--- config.mk ---
export PLATFORM = sky130hd
export DESIGN_NAME = socket_status_force_regs
export DESIGN_NICKNAME = d
export VERILOG_FILES = /design/src/hw/socket_status_force_pkg.sv /design/src/hw/socket_status_force_regs.sv
export SDC_FILE = /design/constraint.sdc
export NUM_CORES = 1
export LEC_CHECK = 0
export BUFFER_PORTS_ARGS = -buffer_cell sky130_fd_sc_hd__buf_2
export CORE_MARGIN = 1.5
export CORE_UTILIZATION = 51
export CTS_BUF_LIST = sky130_fd_sc_hd__clkbuf_16
export DETAILED_ROUTE_END_ITERATION = 6
export HOLD_SLACK_MARGIN = 0.06
export MAX_ROUTING_LAYER = met4
export PLACE_DENSITY = 0.8
export SYNTH_ARGS = -nofsm -noshare
export SYNTH_HDL_FRONTEND = slang
export SYNTH_SLANG_ARGS = --single-unit
--- constraint.sdc ---
create_clock -name clk_sys_in -period 1.9 [get_ports clk_sys_in]
set_clock_uncertainty 0.1 [all_clocks]
set_input_delay 0.38 -clock clk_sys_in [delete_from_list [all_inputs] [get_ports clk_sys_in]]
set_output_delay 0.38 -clock clk_sys_in [all_outputs]
set_load 0.01 [all_outputs]
--- src/hw/socket_status_force_pkg.sv ---
package socket_status_force_pkg;

   // register offsets, byte addresses on the plain port
   localparam int         ADDR_W     = 8;
   localparam int         DATA_W     = 32;
   localparam logic [7:0] EVENT_OFS  = 8'h00;
   localparam logic [7:0] MASK_OFS   = 8'h04;
   localparam logic [7:0] STATE_OFS  = 8'h08;
   localparam logic [7:0] FORCE_OFS  = 8'h0c;

   // field positions in the state and force words
   localparam int SOCK_CAP_LSB   = 28;
   localparam int VOLT_LSB       = 10;
   localparam int BAD_SUPPLY_BIT = 9;
   localparam int LOSS_BIT       = 8;
   localparam int UNKNOWN_BIT    = 7;
   localparam int READY_BIT      = 6;
   localparam int WIDE_BIT       = 5;
   localparam int NARROW_BIT     = 4;
   localparam int POWERED_BIT    = 3;
   localparam int DETECT_B_BIT   = 2;
   localparam int DETECT_A_BIT   = 1;
   localparam int STATUS_BIT     = 0;
   localparam int REINTERROG_BIT = 14;
   localparam int EVENT_W        = 4;

   // socket supply capability, bits 31..28: only 3.3 V and 5 V
   localparam logic [3:0] SOCK_CAP = 4'h3;

   // reset values
   localparam logic [3:0]  EVENT_RESET = 4'h0;
   localparam logic [3:0]  MASK_RESET  = 4'h0;
   localparam logic [31:0] READ_ZERO   = 32'h0000_0000;
   localparam logic        PWR_EN_RST  = 1'b1;

   // interrogation time
   localparam int CLK_NS        = 5;
   localparam int INTERROG_NS   = 1000;
   localparam int INTERROG_CYC  = (INTERROG_NS + CLK_NS - 1) / CLK_NS;
   localparam int CNT_W         = 8;

   // live card-interface pins
   typedef struct packed {
      logic ready_irq;
      logic detect_b;
      logic detect_a;
      logic status_change;
   } socket_pins_s;

   // card identity as sensed during interrogation
   typedef struct packed {
      logic [3:0] volt;
      logic       unknown;
      logic       wide;
      logic       narrow;
   } card_id_s;

   localparam card_id_s CARD_ID_RESET = '0;

   // interrogation sequencer
   typedef enum logic [1:0] {
      ST_IDLE  = 2'b00,
      ST_PROBE = 2'b01,
      ST_LATCH = 2'b11
   } interrog_e;

endpackage

--- src/hw/socket_status_force_regs.sv ---
// Overview of operation
// - bit 6 shows live ready/irq pin level
// - bit 5 wide-bus card, set by interrogation
// - bit 4 narrow card, set by interrogation
// - bit 3 shows socket powered up or down
// - bit 2 follows detect b, frozen while probing
// - bit 1 follows detect a, frozen while probing
// - bit 0 shows live status-change pin level
// - force bits 31..15 and 6 read zero
// - bit 14 reinterrogates, refreshes, reenables power control
// - force bits 13..10 load voltage support bits
// - any force voltage one disables power control
// - force bit 9 loads bad supply request
// - force bits 8,7,5,4 load matching state bits
// - force bits 3..0 load event register bits
// - forcing events leaves live state bits alone
// - voltage and type bits change only on interrogation or a force
`timescale 1ns/10ps

module socket_status_force_regs (
   input  wire logic                                clk_sys_in,
   input  wire logic                                rst_b_in,
   input  wire logic [7:0]                          reg_addr_in,
   input  wire logic [31:0]                         reg_wdata_in,
   input  wire logic                                reg_wr_in,
   input  wire logic                                reg_rd_in,
   output logic      [31:0]                         reg_rdata_out,
   input  wire socket_status_force_pkg::socket_pins_s pins_in,
   input  wire socket_status_force_pkg::card_id_s   card_id_in,
   input  wire logic                                power_good_in,
   input  wire logic                                bad_supply_req_in,
   input  wire logic                                data_loss_in,
   output logic                                     power_ctrl_en_out,
   output logic                                     interrogating_out,
   output logic                                     irq_out
);

   localparam int SYNC_W = 12;
   // detect stages start at the empty-slot level, so leaving
   // reset can never look like an insertion
   localparam logic [SYNC_W-1:0] SYNC_RST = 12'h600;

   // pin synchroniser stages
   logic [SYNC_W-1:0] sync1_q;
   logic [SYNC_W-1:0] sync2_q;

   // synchronised views
   socket_status_force_pkg::socket_pins_s pins_s;
   socket_status_force_pkg::card_id_s     id_s;
   logic                                  pgood_s;

   // sequencer
   socket_status_force_pkg::interrog_e state_q;
   socket_status_force_pkg::interrog_e state_d;
   logic [7:0]                         cnt_q;
   logic [7:0]                         cnt_d;

   // held state
   socket_status_force_pkg::card_id_s card_q;
   socket_status_force_pkg::card_id_s card_d;
   logic                              bad_q;
   logic                              bad_d;
   logic                              loss_q;
   logic                              loss_d;
   logic                              det_a_q;
   logic                              det_a_d;
   logic                              det_b_q;
   logic                              det_b_d;
   logic                              stat_q;
   logic                              pwr_q;
   logic                              pwr_en_q;
   logic                              pwr_en_d;

   // event and mask
   logic [3:0] event_q;
   logic [3:0] event_d;
   logic [3:0] mask_q;
   logic [3:0] mask_d;
   logic [3:0] event_set;

   // bus
   logic [31:0] rdata_q;
   logic [31:0] rdata_d;
   logic [31:0] state_word;

   // decode
   wire hit_event = (reg_addr_in == socket_status_force_pkg::EVENT_OFS);
   wire hit_mask  = (reg_addr_in == socket_status_force_pkg::MASK_OFS);
   wire hit_state = (reg_addr_in == socket_status_force_pkg::STATE_OFS);
   wire hit_force = (reg_addr_in == socket_status_force_pkg::FORCE_OFS);
   wire wr_event  = reg_wr_in & hit_event;
   wire wr_mask   = reg_wr_in & hit_mask;
   wire wr_force  = reg_wr_in & hit_force;

   // force word fields
   wire [3:0] f_volt    = reg_wdata_in[13:10];
   wire       f_bad     =
      reg_wdata_in[socket_status_force_pkg::BAD_SUPPLY_BIT];
   wire       f_loss    = reg_wdata_in[socket_status_force_pkg::LOSS_BIT];
   wire       f_unknown = reg_wdata_in[socket_status_force_pkg::UNKNOWN_BIT];
   wire       f_wide    = reg_wdata_in[socket_status_force_pkg::WIDE_BIT];
   wire       f_narrow  = reg_wdata_in[socket_status_force_pkg::NARROW_BIT];
   wire [3:0] f_events  = reg_wdata_in[3:0];
   wire       f_reint   =
      reg_wdata_in[socket_status_force_pkg::REINTERROG_BIT];

   // synchronised fields, never from the first stage
   assign pins_s  = sync2_q[11:8];
   assign id_s    = sync2_q[7:1];
   assign pgood_s = sync2_q[0];

   // card pins and sense lines come from off chip
   always_ff @(posedge clk_sys_in or negedge rst_b_in) begin
      if (!rst_b_in) begin
         sync1_q <= SYNC_RST;
         sync2_q <= SYNC_RST;
      end else begin
         sync1_q <= {pins_in, card_id_in, power_good_in};
         sync2_q <= sync1_q;
      end
   end

   // insertion seen when both detect pins go low outside a probe
   wire both_low  = ~pins_s.detect_a & ~pins_s.detect_b;
   wire was_out   = det_a_q | det_b_q;
   wire idle      = (state_q == socket_status_force_pkg::ST_IDLE);
   wire insert    = idle & both_low & was_out;
   wire reint_req = wr_force & f_reint;
   wire start     = insert | reint_req;
   wire cnt_done  =
      (cnt_q == 8'(socket_status_force_pkg::INTERROG_CYC - 1));
   wire latch     = (state_q == socket_status_force_pkg::ST_LATCH);

   // sequencer: a second trigger mid-probe restarts the wait
   always_comb begin
      state_d = state_q;
      cnt_d   = cnt_q;
      case (state_q)
         socket_status_force_pkg::ST_IDLE: begin
            if (start) begin
               state_d = socket_status_force_pkg::ST_PROBE;
               cnt_d   = '0;
            end
         end
         socket_status_force_pkg::ST_PROBE: begin
            if (reint_req) begin
               cnt_d = '0;
            end else if (cnt_done) begin
               state_d = socket_status_force_pkg::ST_LATCH;
            end else begin
               cnt_d = cnt_q + 8'h01;
            end
         end
         socket_status_force_pkg::ST_LATCH: begin
            if (reint_req) begin
               state_d = socket_status_force_pkg::ST_PROBE;
               cnt_d   = '0;
            end else begin
               state_d = socket_status_force_pkg::ST_IDLE;
            end
         end
         default: begin
            state_d = socket_status_force_pkg::ST_IDLE;
            cnt_d   = '0;
         end
      endcase
   end

   always_ff @(posedge clk_sys_in or negedge rst_b_in) begin
      if (!rst_b_in) begin
         state_q <= socket_status_force_pkg::ST_IDLE;
         cnt_q   <= '0;
      end else begin
         state_q <= state_d;
         cnt_q   <= cnt_d;
      end
   end

   // detect levels track the pins only outside a probe,
   // since the probe itself drives the detect lines
   always_comb begin
      det_a_d = det_a_q;
      det_b_d = det_b_q;
      if (idle) begin
         det_a_d = pins_s.detect_a;
         det_b_d = pins_s.detect_b;
      end
   end

   // identity: only interrogation or a force may change it
   always_comb begin
      card_d = card_q;
      if (latch) begin
         card_d = id_s;
      end
      if (wr_force) begin
         card_d.volt    = f_volt;
         card_d.unknown = f_unknown;
         card_d.wide    = f_wide;
         card_d.narrow  = f_narrow;
      end
   end

   // hardware reports win over a force in the same cycle
   always_comb begin
      bad_d  = bad_q;
      loss_d = loss_q;
      if (wr_force) begin
         bad_d  = f_bad;
         loss_d = f_loss;
      end
      if (bad_supply_req_in) begin
         bad_d = 1'b1;
      end
      if (data_loss_in) begin
         loss_d = 1'b1;
      end
   end

   // power control gate; a disabling force beats a re-enable
   always_comb begin
      pwr_en_d = pwr_en_q;
      if (latch) begin
         pwr_en_d = 1'b1;
      end
      if (wr_force & (|f_volt)) begin
         pwr_en_d = 1'b0;
      end
   end

   always_ff @(posedge clk_sys_in or negedge rst_b_in) begin
      if (!rst_b_in) begin
         card_q   <= socket_status_force_pkg::CARD_ID_RESET;
         bad_q    <= 1'b0;
         loss_q   <= 1'b0;
         det_a_q  <= 1'b1;
         det_b_q  <= 1'b1;
         stat_q   <= 1'b0;
         pwr_q    <= 1'b0;
         pwr_en_q <= socket_status_force_pkg::PWR_EN_RST;
      end else begin
         card_q   <= card_d;
         bad_q    <= bad_d;
         loss_q   <= loss_d;
         det_a_q  <= det_a_d;
         det_b_q  <= det_b_d;
         stat_q   <= pins_s.status_change;
         pwr_q    <= pgood_s;
         pwr_en_q <= pwr_en_d;
      end
   end

   // hardware events from changes of the visible levels
   assign event_set = {
      pwr_q ^ pgood_s,
      det_b_q ^ det_b_d,
      det_a_q ^ det_a_d,
      stat_q ^ pins_s.status_change
   };

   // write one to clear, force loads, a hardware set wins
   always_comb begin
      event_d = event_q & ~(wr_event ? reg_wdata_in[3:0] : 4'h0);
      if (wr_force) begin
         event_d = f_events;
      end
      event_d = event_d | event_set;
   end

   assign mask_d = wr_mask ? reg_wdata_in[3:0] : mask_q;

   always_ff @(posedge clk_sys_in or negedge rst_b_in) begin
      if (!rst_b_in) begin
         event_q <= socket_status_force_pkg::EVENT_RESET;
         mask_q  <= socket_status_force_pkg::MASK_RESET;
      end else begin
         event_q <= event_d;
         mask_q  <= mask_d;
      end
   end

   // the state word; low live bits never see a force
   assign state_word = {
      socket_status_force_pkg::SOCK_CAP,
      14'h0000,
      card_q.volt,
      bad_q,
      loss_q,
      card_q.unknown,
      pins_s.ready_irq,
      card_q.wide,
      card_q.narrow,
      pwr_q,
      det_b_q,
      det_a_q,
      stat_q
   };

   // bit 0 uses the registered copy so it matches its event
   // read mux; force and unmapped words read zero
   always_comb begin
      rdata_d = socket_status_force_pkg::READ_ZERO;
      if (reg_rd_in & hit_state) begin
         rdata_d = state_word;
      end else if (reg_rd_in & hit_event) begin
         rdata_d = {28'h000_0000, event_q};
      end else if (reg_rd_in & hit_mask) begin
         rdata_d = {28'h000_0000, mask_q};
      end
   end

   // read data stands only in the cycle after the strobe
   always_ff @(posedge clk_sys_in or negedge rst_b_in) begin
      if (!rst_b_in) begin
         rdata_q <= socket_status_force_pkg::READ_ZERO;
      end else begin
         rdata_q <= rdata_d;
      end
   end

   // outputs
   assign reg_rdata_out     = rdata_q;
   assign power_ctrl_en_out = pwr_en_q;
   assign interrogating_out = ~idle;
   assign irq_out           = |(event_q & mask_q);

endmodule

* Yosys cells after proc, flatten, opt, wreduce, memory -nomap -nowiden *
Cells that the tools add are included.

operators by class
  $add $sub $neg = 1
  equality and inequality tests = 11
  multiplexer cells = 25
  bitwise operators = 24
  reduce and logical (&&, ||, !) cells = 10

operators with widths
  operator               number
  $mux W32               2
  $mux W8                4
  $pmux W8 S3            1
  $eq A8 B4 Y1 const B   2
  $mux W7                2
  $mux W4                3
  $and A1 B1 Y1          11
  $mux W1                9
  $add A8 B1 Y8 const B  1
  $and A4 B4 Y4          2
  $eq A8 B3 Y1 const B   1
  $eq A8 B8 Y1 const B   1
  $logic_not A8 Y1       1
  $reduce_bool A2 Y1     4
  $reduce_or A4 Y1       2
  $mux W2                3
  $ne A2 B2 Y1 const B   3
  $pmux W2 S3            1
  $reduce_and A3 Y1      2
  $not A4 Y4             1
  $or A4 B4 Y4           1
  $xor A1 B1 Y1          4
  $ne A3 B3 Y1 const B   1
  $not A1 Y1             3
  other kinds (5)        6

word-level totals
  register bits after elaboration = 88
  input bits = 58
  output and inout bits = 35
  logic and storage cells = 89

* Depth between registers and ports, before layout *
  depth in word-level cells = 7
  mapped depth = 5
  mapped depth without buffers = 5

* Least setup slack after synthesis *
Ideal clock, no wire load.

  path kind = input -> register
  from = input reg_addr_in[3]
  to = register mask_q[0]
  setup time = 0.125 ns
  data arrival time = 1.295 ns
  data required time = 1.675 ns
  setup slack = 0.380 ns
  stages = 4
  path buffers = 1
  cell sequence = buf_6 -> nor4b_4 -> nand3_2 -> mux2_2

between the ends
  word-level cells in the longest chain between the ends = 2

ends and longest elaborated chain
  element               RTL line                         source
  from (decl)           socket_status_force_regs.sv:23   input wire logic [7:0] reg_addr_in,
  $eq A8 B3 Y1          socket_status_force_regs.sv:88   wire hit_mask = (reg_addr_in == socket_status_force_pkg::MASK_OFS);
  $and A1 B1 Y1         socket_status_force_regs.sv:92   wire wr_mask = reg_wr_in & hit_mask;
  to (signal assigned)  socket_status_force_regs.sv:275  mask_q <= socket_status_force_pkg::MASK_RESET;
  to (signal assigned)  socket_status_force_regs.sv:278  mask_q <= mask_d;
  to (decl)             socket_status_force_regs.sv:77   logic [3:0] mask_q;

No other way between the ends.
A chain may end at the register's enable or synchronous reset.

* Worst setup path in the final report *
  from = register state_q[0]
  to = output interrogating_out

between the ends
  word-level cells in the longest chain between the ends = 2

ends and longest elaborated chain
  element                 RTL line                         source
  from (decl)             socket_status_force_regs.sv:53   socket_status_force_pkg::interrog_e state_q;
  from (signal assigned)  socket_status_force_regs.sv:171  state_q <= socket_status_force_pkg::ST_IDLE;
  from (signal assigned)  socket_status_force_regs.sv:174  state_q <= state_d;
  $logic_not A2 Y1        socket_status_force_regs.sv:126  wire idle = (state_q == socket_status_force_pkg::ST_IDLE);
  $not A1 Y1              socket_status_force_regs.sv:324  assign interrogating_out = ~idle;
  to (decl)               socket_status_force_regs.sv:34   output logic interrogating_out,

No other way between the ends.

==> impl_results.md <==
- Gpl congestion: 0.8816
- I/O pin cnt: 93
- Yosys top cell area share: 0.5383
- Final net count: between 300 and 400
- Row count: 27
- Final Cycle Share: 0.9336
- FF-to-FF path depth: 5
- Vias per cell: 5.236
- Largest area contributor in the netlist: dfrtp_1
- Synth Area in Simple Gates: 0.1543
- DRT iter0 DRCs: 126
- Clock Pin Slew Worst Setup and Hold Paths: 60 ps
- Gate Count Post-Synth: 248
- Asr flop ratio synth: 1.000
- WS Path Type: flip-flop to output port
- Unrepaired setup endpoints after global routing: no
- Synth Area per Inst: between 10 and 15 um^2
- Clk_lat worst skew: 320 ps
- Post-synth EDFFs: 0
- DR WL/cell: 13.52 um
- Router iterations before antenna repair: 4
- HP Start: card_id_in[0]
- Via count: about 2100
- Final Max Tran Viols: 0
- Htree depth: 3
- Final setup vio count: 0
- Overall power: a little under 4 mW
- Clk buf depth: 2
- Die area: 0.006301 mm^2
- Period minus WS final: 1774 ps
- Crit end category: output port
- Antenna violations before repair: 0
- # port buffers: 58
- XOR/XNOR Fraction of Synth Area: 0.01177
- Critical Path AT: around 1300 ps
- Area grow syn2layout: 25.61%
- Reg2reg end: cnt_q[2]
- Total gr overflow: 0
- Multiplexer area fraction after synthesis: 0.05971
- CTS tree: built
- Util after Layout: 0.6705
- Post-synth cell types: 47
- Crit path max fanout: 9
- Crit Reg-Reg Startpoint: cnt_q[0]
- Run status: finished, final reports clean
- Post-Route M1 WL: 2.299 mm
- Layout cell share with drive strength beyond 1: 0.3353
- Die width: 79.38 um
- Final HPWL from detailed placement: ~3.7 mm
- Highest metal used: met4
- Hold Vio Cnt, Final: 0
- Num CTS Buffers: 9
- WP data required: roughly 1400 ps
- Max frequency: 0.5637 GHz
- Met2 WL: 2.760 mm
- Adder-Cell Fraction of Synth Area: 0.004205
- Worst VDD drop: 0.6530 mV
- DIE HEIGHT: 79.38 um
- # diodes: 0
- Post-synthesis sequential area ratio: 0.6001
- Critical Path Source Type: flip-flop
- DRC violations left: 0
- GRT Total Usage: 0.1997
- PwrDens: 1058 mW/mm^2
- WL met3: approximately 280 um
- Post_cts resized: 0
- Setup TNS: 0 ps
- Top_reg_cell synth: dfrtp_1
- Combinational family with the most area after synthesis: simple AND/OR/NAND/NOR gates
- Vias in the first global route: 2064
- DRT Wirelength: 5.447 mm
- Hold Path Class: input pin to flip-flop
- Top cells by area, synth: dfrtp_1 (54%), dfstp_2 (6.2%), buf_4 (4.5%)
- Post-synthesis compound-gate area fraction: 0.1068
- Synthesis Warnings: 0
- Static Leak: 1.802 nW
- Hold Path Stages: 1
- Clock Sinks: 71
- Min-Delay Endpoint: sync1_q[1]
- Post-route ant nets: 0
- First-pass GRT wire length: 9.294 mm
- Number of synthesized register bits: 71
- Max cap viols: 0
- Core box area: 0.005574 mm^2
- Reg2Reg Setup Slack: between 200 and 300 ps
- Starting Density: 0.5338
- Root Driver: clkbuf_16
- Largest net degree at the start of global routing: 72
- Syn Std Cell Area: just under 0.003 mm^2
==> kinds of logic (layout without fill, tap and decap cells) <==
kind of cell / after synthesis / after routing
AOI/OAI and AO/OA: 52 / 52
xor gates and xnor gates: 4 / 4
adders and majority gates: 1 / 1
buffers and inverters: 26 / 94
DFF: 71 / 71
muxes: 17 / 17
other: 1 / 16
and+or+nand+nor: 76 / 76
==> routing by layer <==
layer	vias to the layer above	global-route usage
li1	1009	-
met1	1018	0.2420
met2	75	0.3222
met3	8	0.03543
met4	0	0.1035
met5	-	-
==> power by group <==
part	switching, mW	internal [mW]
clock	0.615	1.02
sequential	0.156	1.68
combinational	0.238	0.244
total	1.01	2.94
==> critical path, cell delays in order (launching register included) <==
cell     delay (ps)
dfrtp_1         470
nor2_1          230
inv_1           120
buf_2           150
==> placed cells by master, fill, tap and decap left out, types with 3 or more instances in the layout <==
cell type / n
clkinvlp_4: 3
clkbuf_16: 9
nand4_1: 4
dlygate4sd3_1: 12
buf_2: 58
buf_4: 3
dfstp_2: 7
buf_12: 3
mux2_2: 6
nor3_1: 3
conb_1: 16
a21oi_1: 12
o22ai_1: 4
nand3_1: 6
nand2_1: 22
mux2i_1: 11
nor2_1: 12
a31oi_1: 3
dfrtp_1: 64
inv_1: 3
o21ai_0: 19
and2_2: 10
==> per-stage QoR <==
stage,cell area (um^2),setup slack [ps],std cells,hold WS [ps]
3_3_place_gp,3318,138.5,375,231.4
2_1_floorplan,3032,380.0,263,-15.59
3_5_place_dp,3318,107.7,375,235.8
5_1_grt,3737,69.97,403,60.10
4_1_cts,3737,110.4,403,66.91
6_report,3737,126.1,403,71.93
==> worst max-delay path by stage <==
stage | slack, ps | start | endpoint | cells after the start
6_report | 130 | state_q[0] | interrogating_out | 3
2_1_floorplan | 380 | reg_addr_in[3] | mask_q[0] | 4
3_3_place_gp | 140 | reg_addr_in[5] | cnt_q[1] | 6
3_5_place_dp | 110 | reg_addr_in[5] | cnt_q[3] | 6
4_1_cts | 110 | state_q[0] | interrogating_out | 3
5_1_grt | 70 | state_q[0] | interrogating_out | 3
==> synthesized netlist by cell type (2+ instances only) <==
cell / count
nand2_1: 22
a21oi_1: 12
nand4b_1: 2
a41o_1: 2
a311oi_1: 2
a22oi_1: 2
mux2_2: 6
a31oi_1: 3
o21a_1: 2
dfrtp_1: 64
nand3_2: 2
nand3b_1: 2
buf_6: 2
nand4_1: 4
nor2_1: 12
buf_2: 3
o21ai_2: 2
dfstp_2: 7
o21ai_0: 19
inv_1: 2
mux2i_1: 11
nor3_1: 3
o22ai_1: 4
xor2_1: 2
buf_4: 18
and3_1: 2
nand3_1: 6
and2_2: 10
xnor2_1: 2
==> timing repair <==
item                                   4_1_cts  5_1_grt
buffers inserted                             0        0
endpoints found under the hold margin       75        0
hold buffers                                12        0
==> final cells by class <==
class,count,area [um^2]
multi-input combinational,166,1062
clock buffer,9,225.2
clock inverter,7,73.82
timing repair buffer,76,493.0
sequential,71,1785
fill,448,1837
tap,72,90.09
inverter,2,7.507
==> state kept, by name, indices dropped and copies added, names as in the netlist <==
signal	cells
sync1_q	12
sync2_q	12
det_b_q	1
event_q	4
cnt_q	8
state_q	2
power_ctrl_en_out	1
loss_q	1
bad_q	1
reg_rdata_out	15
stat_q	1
card_q	7
det_a_q	1
pwr_q	1
mask_q	4
No activity file was read; power rests on OpenSTA's default activity.
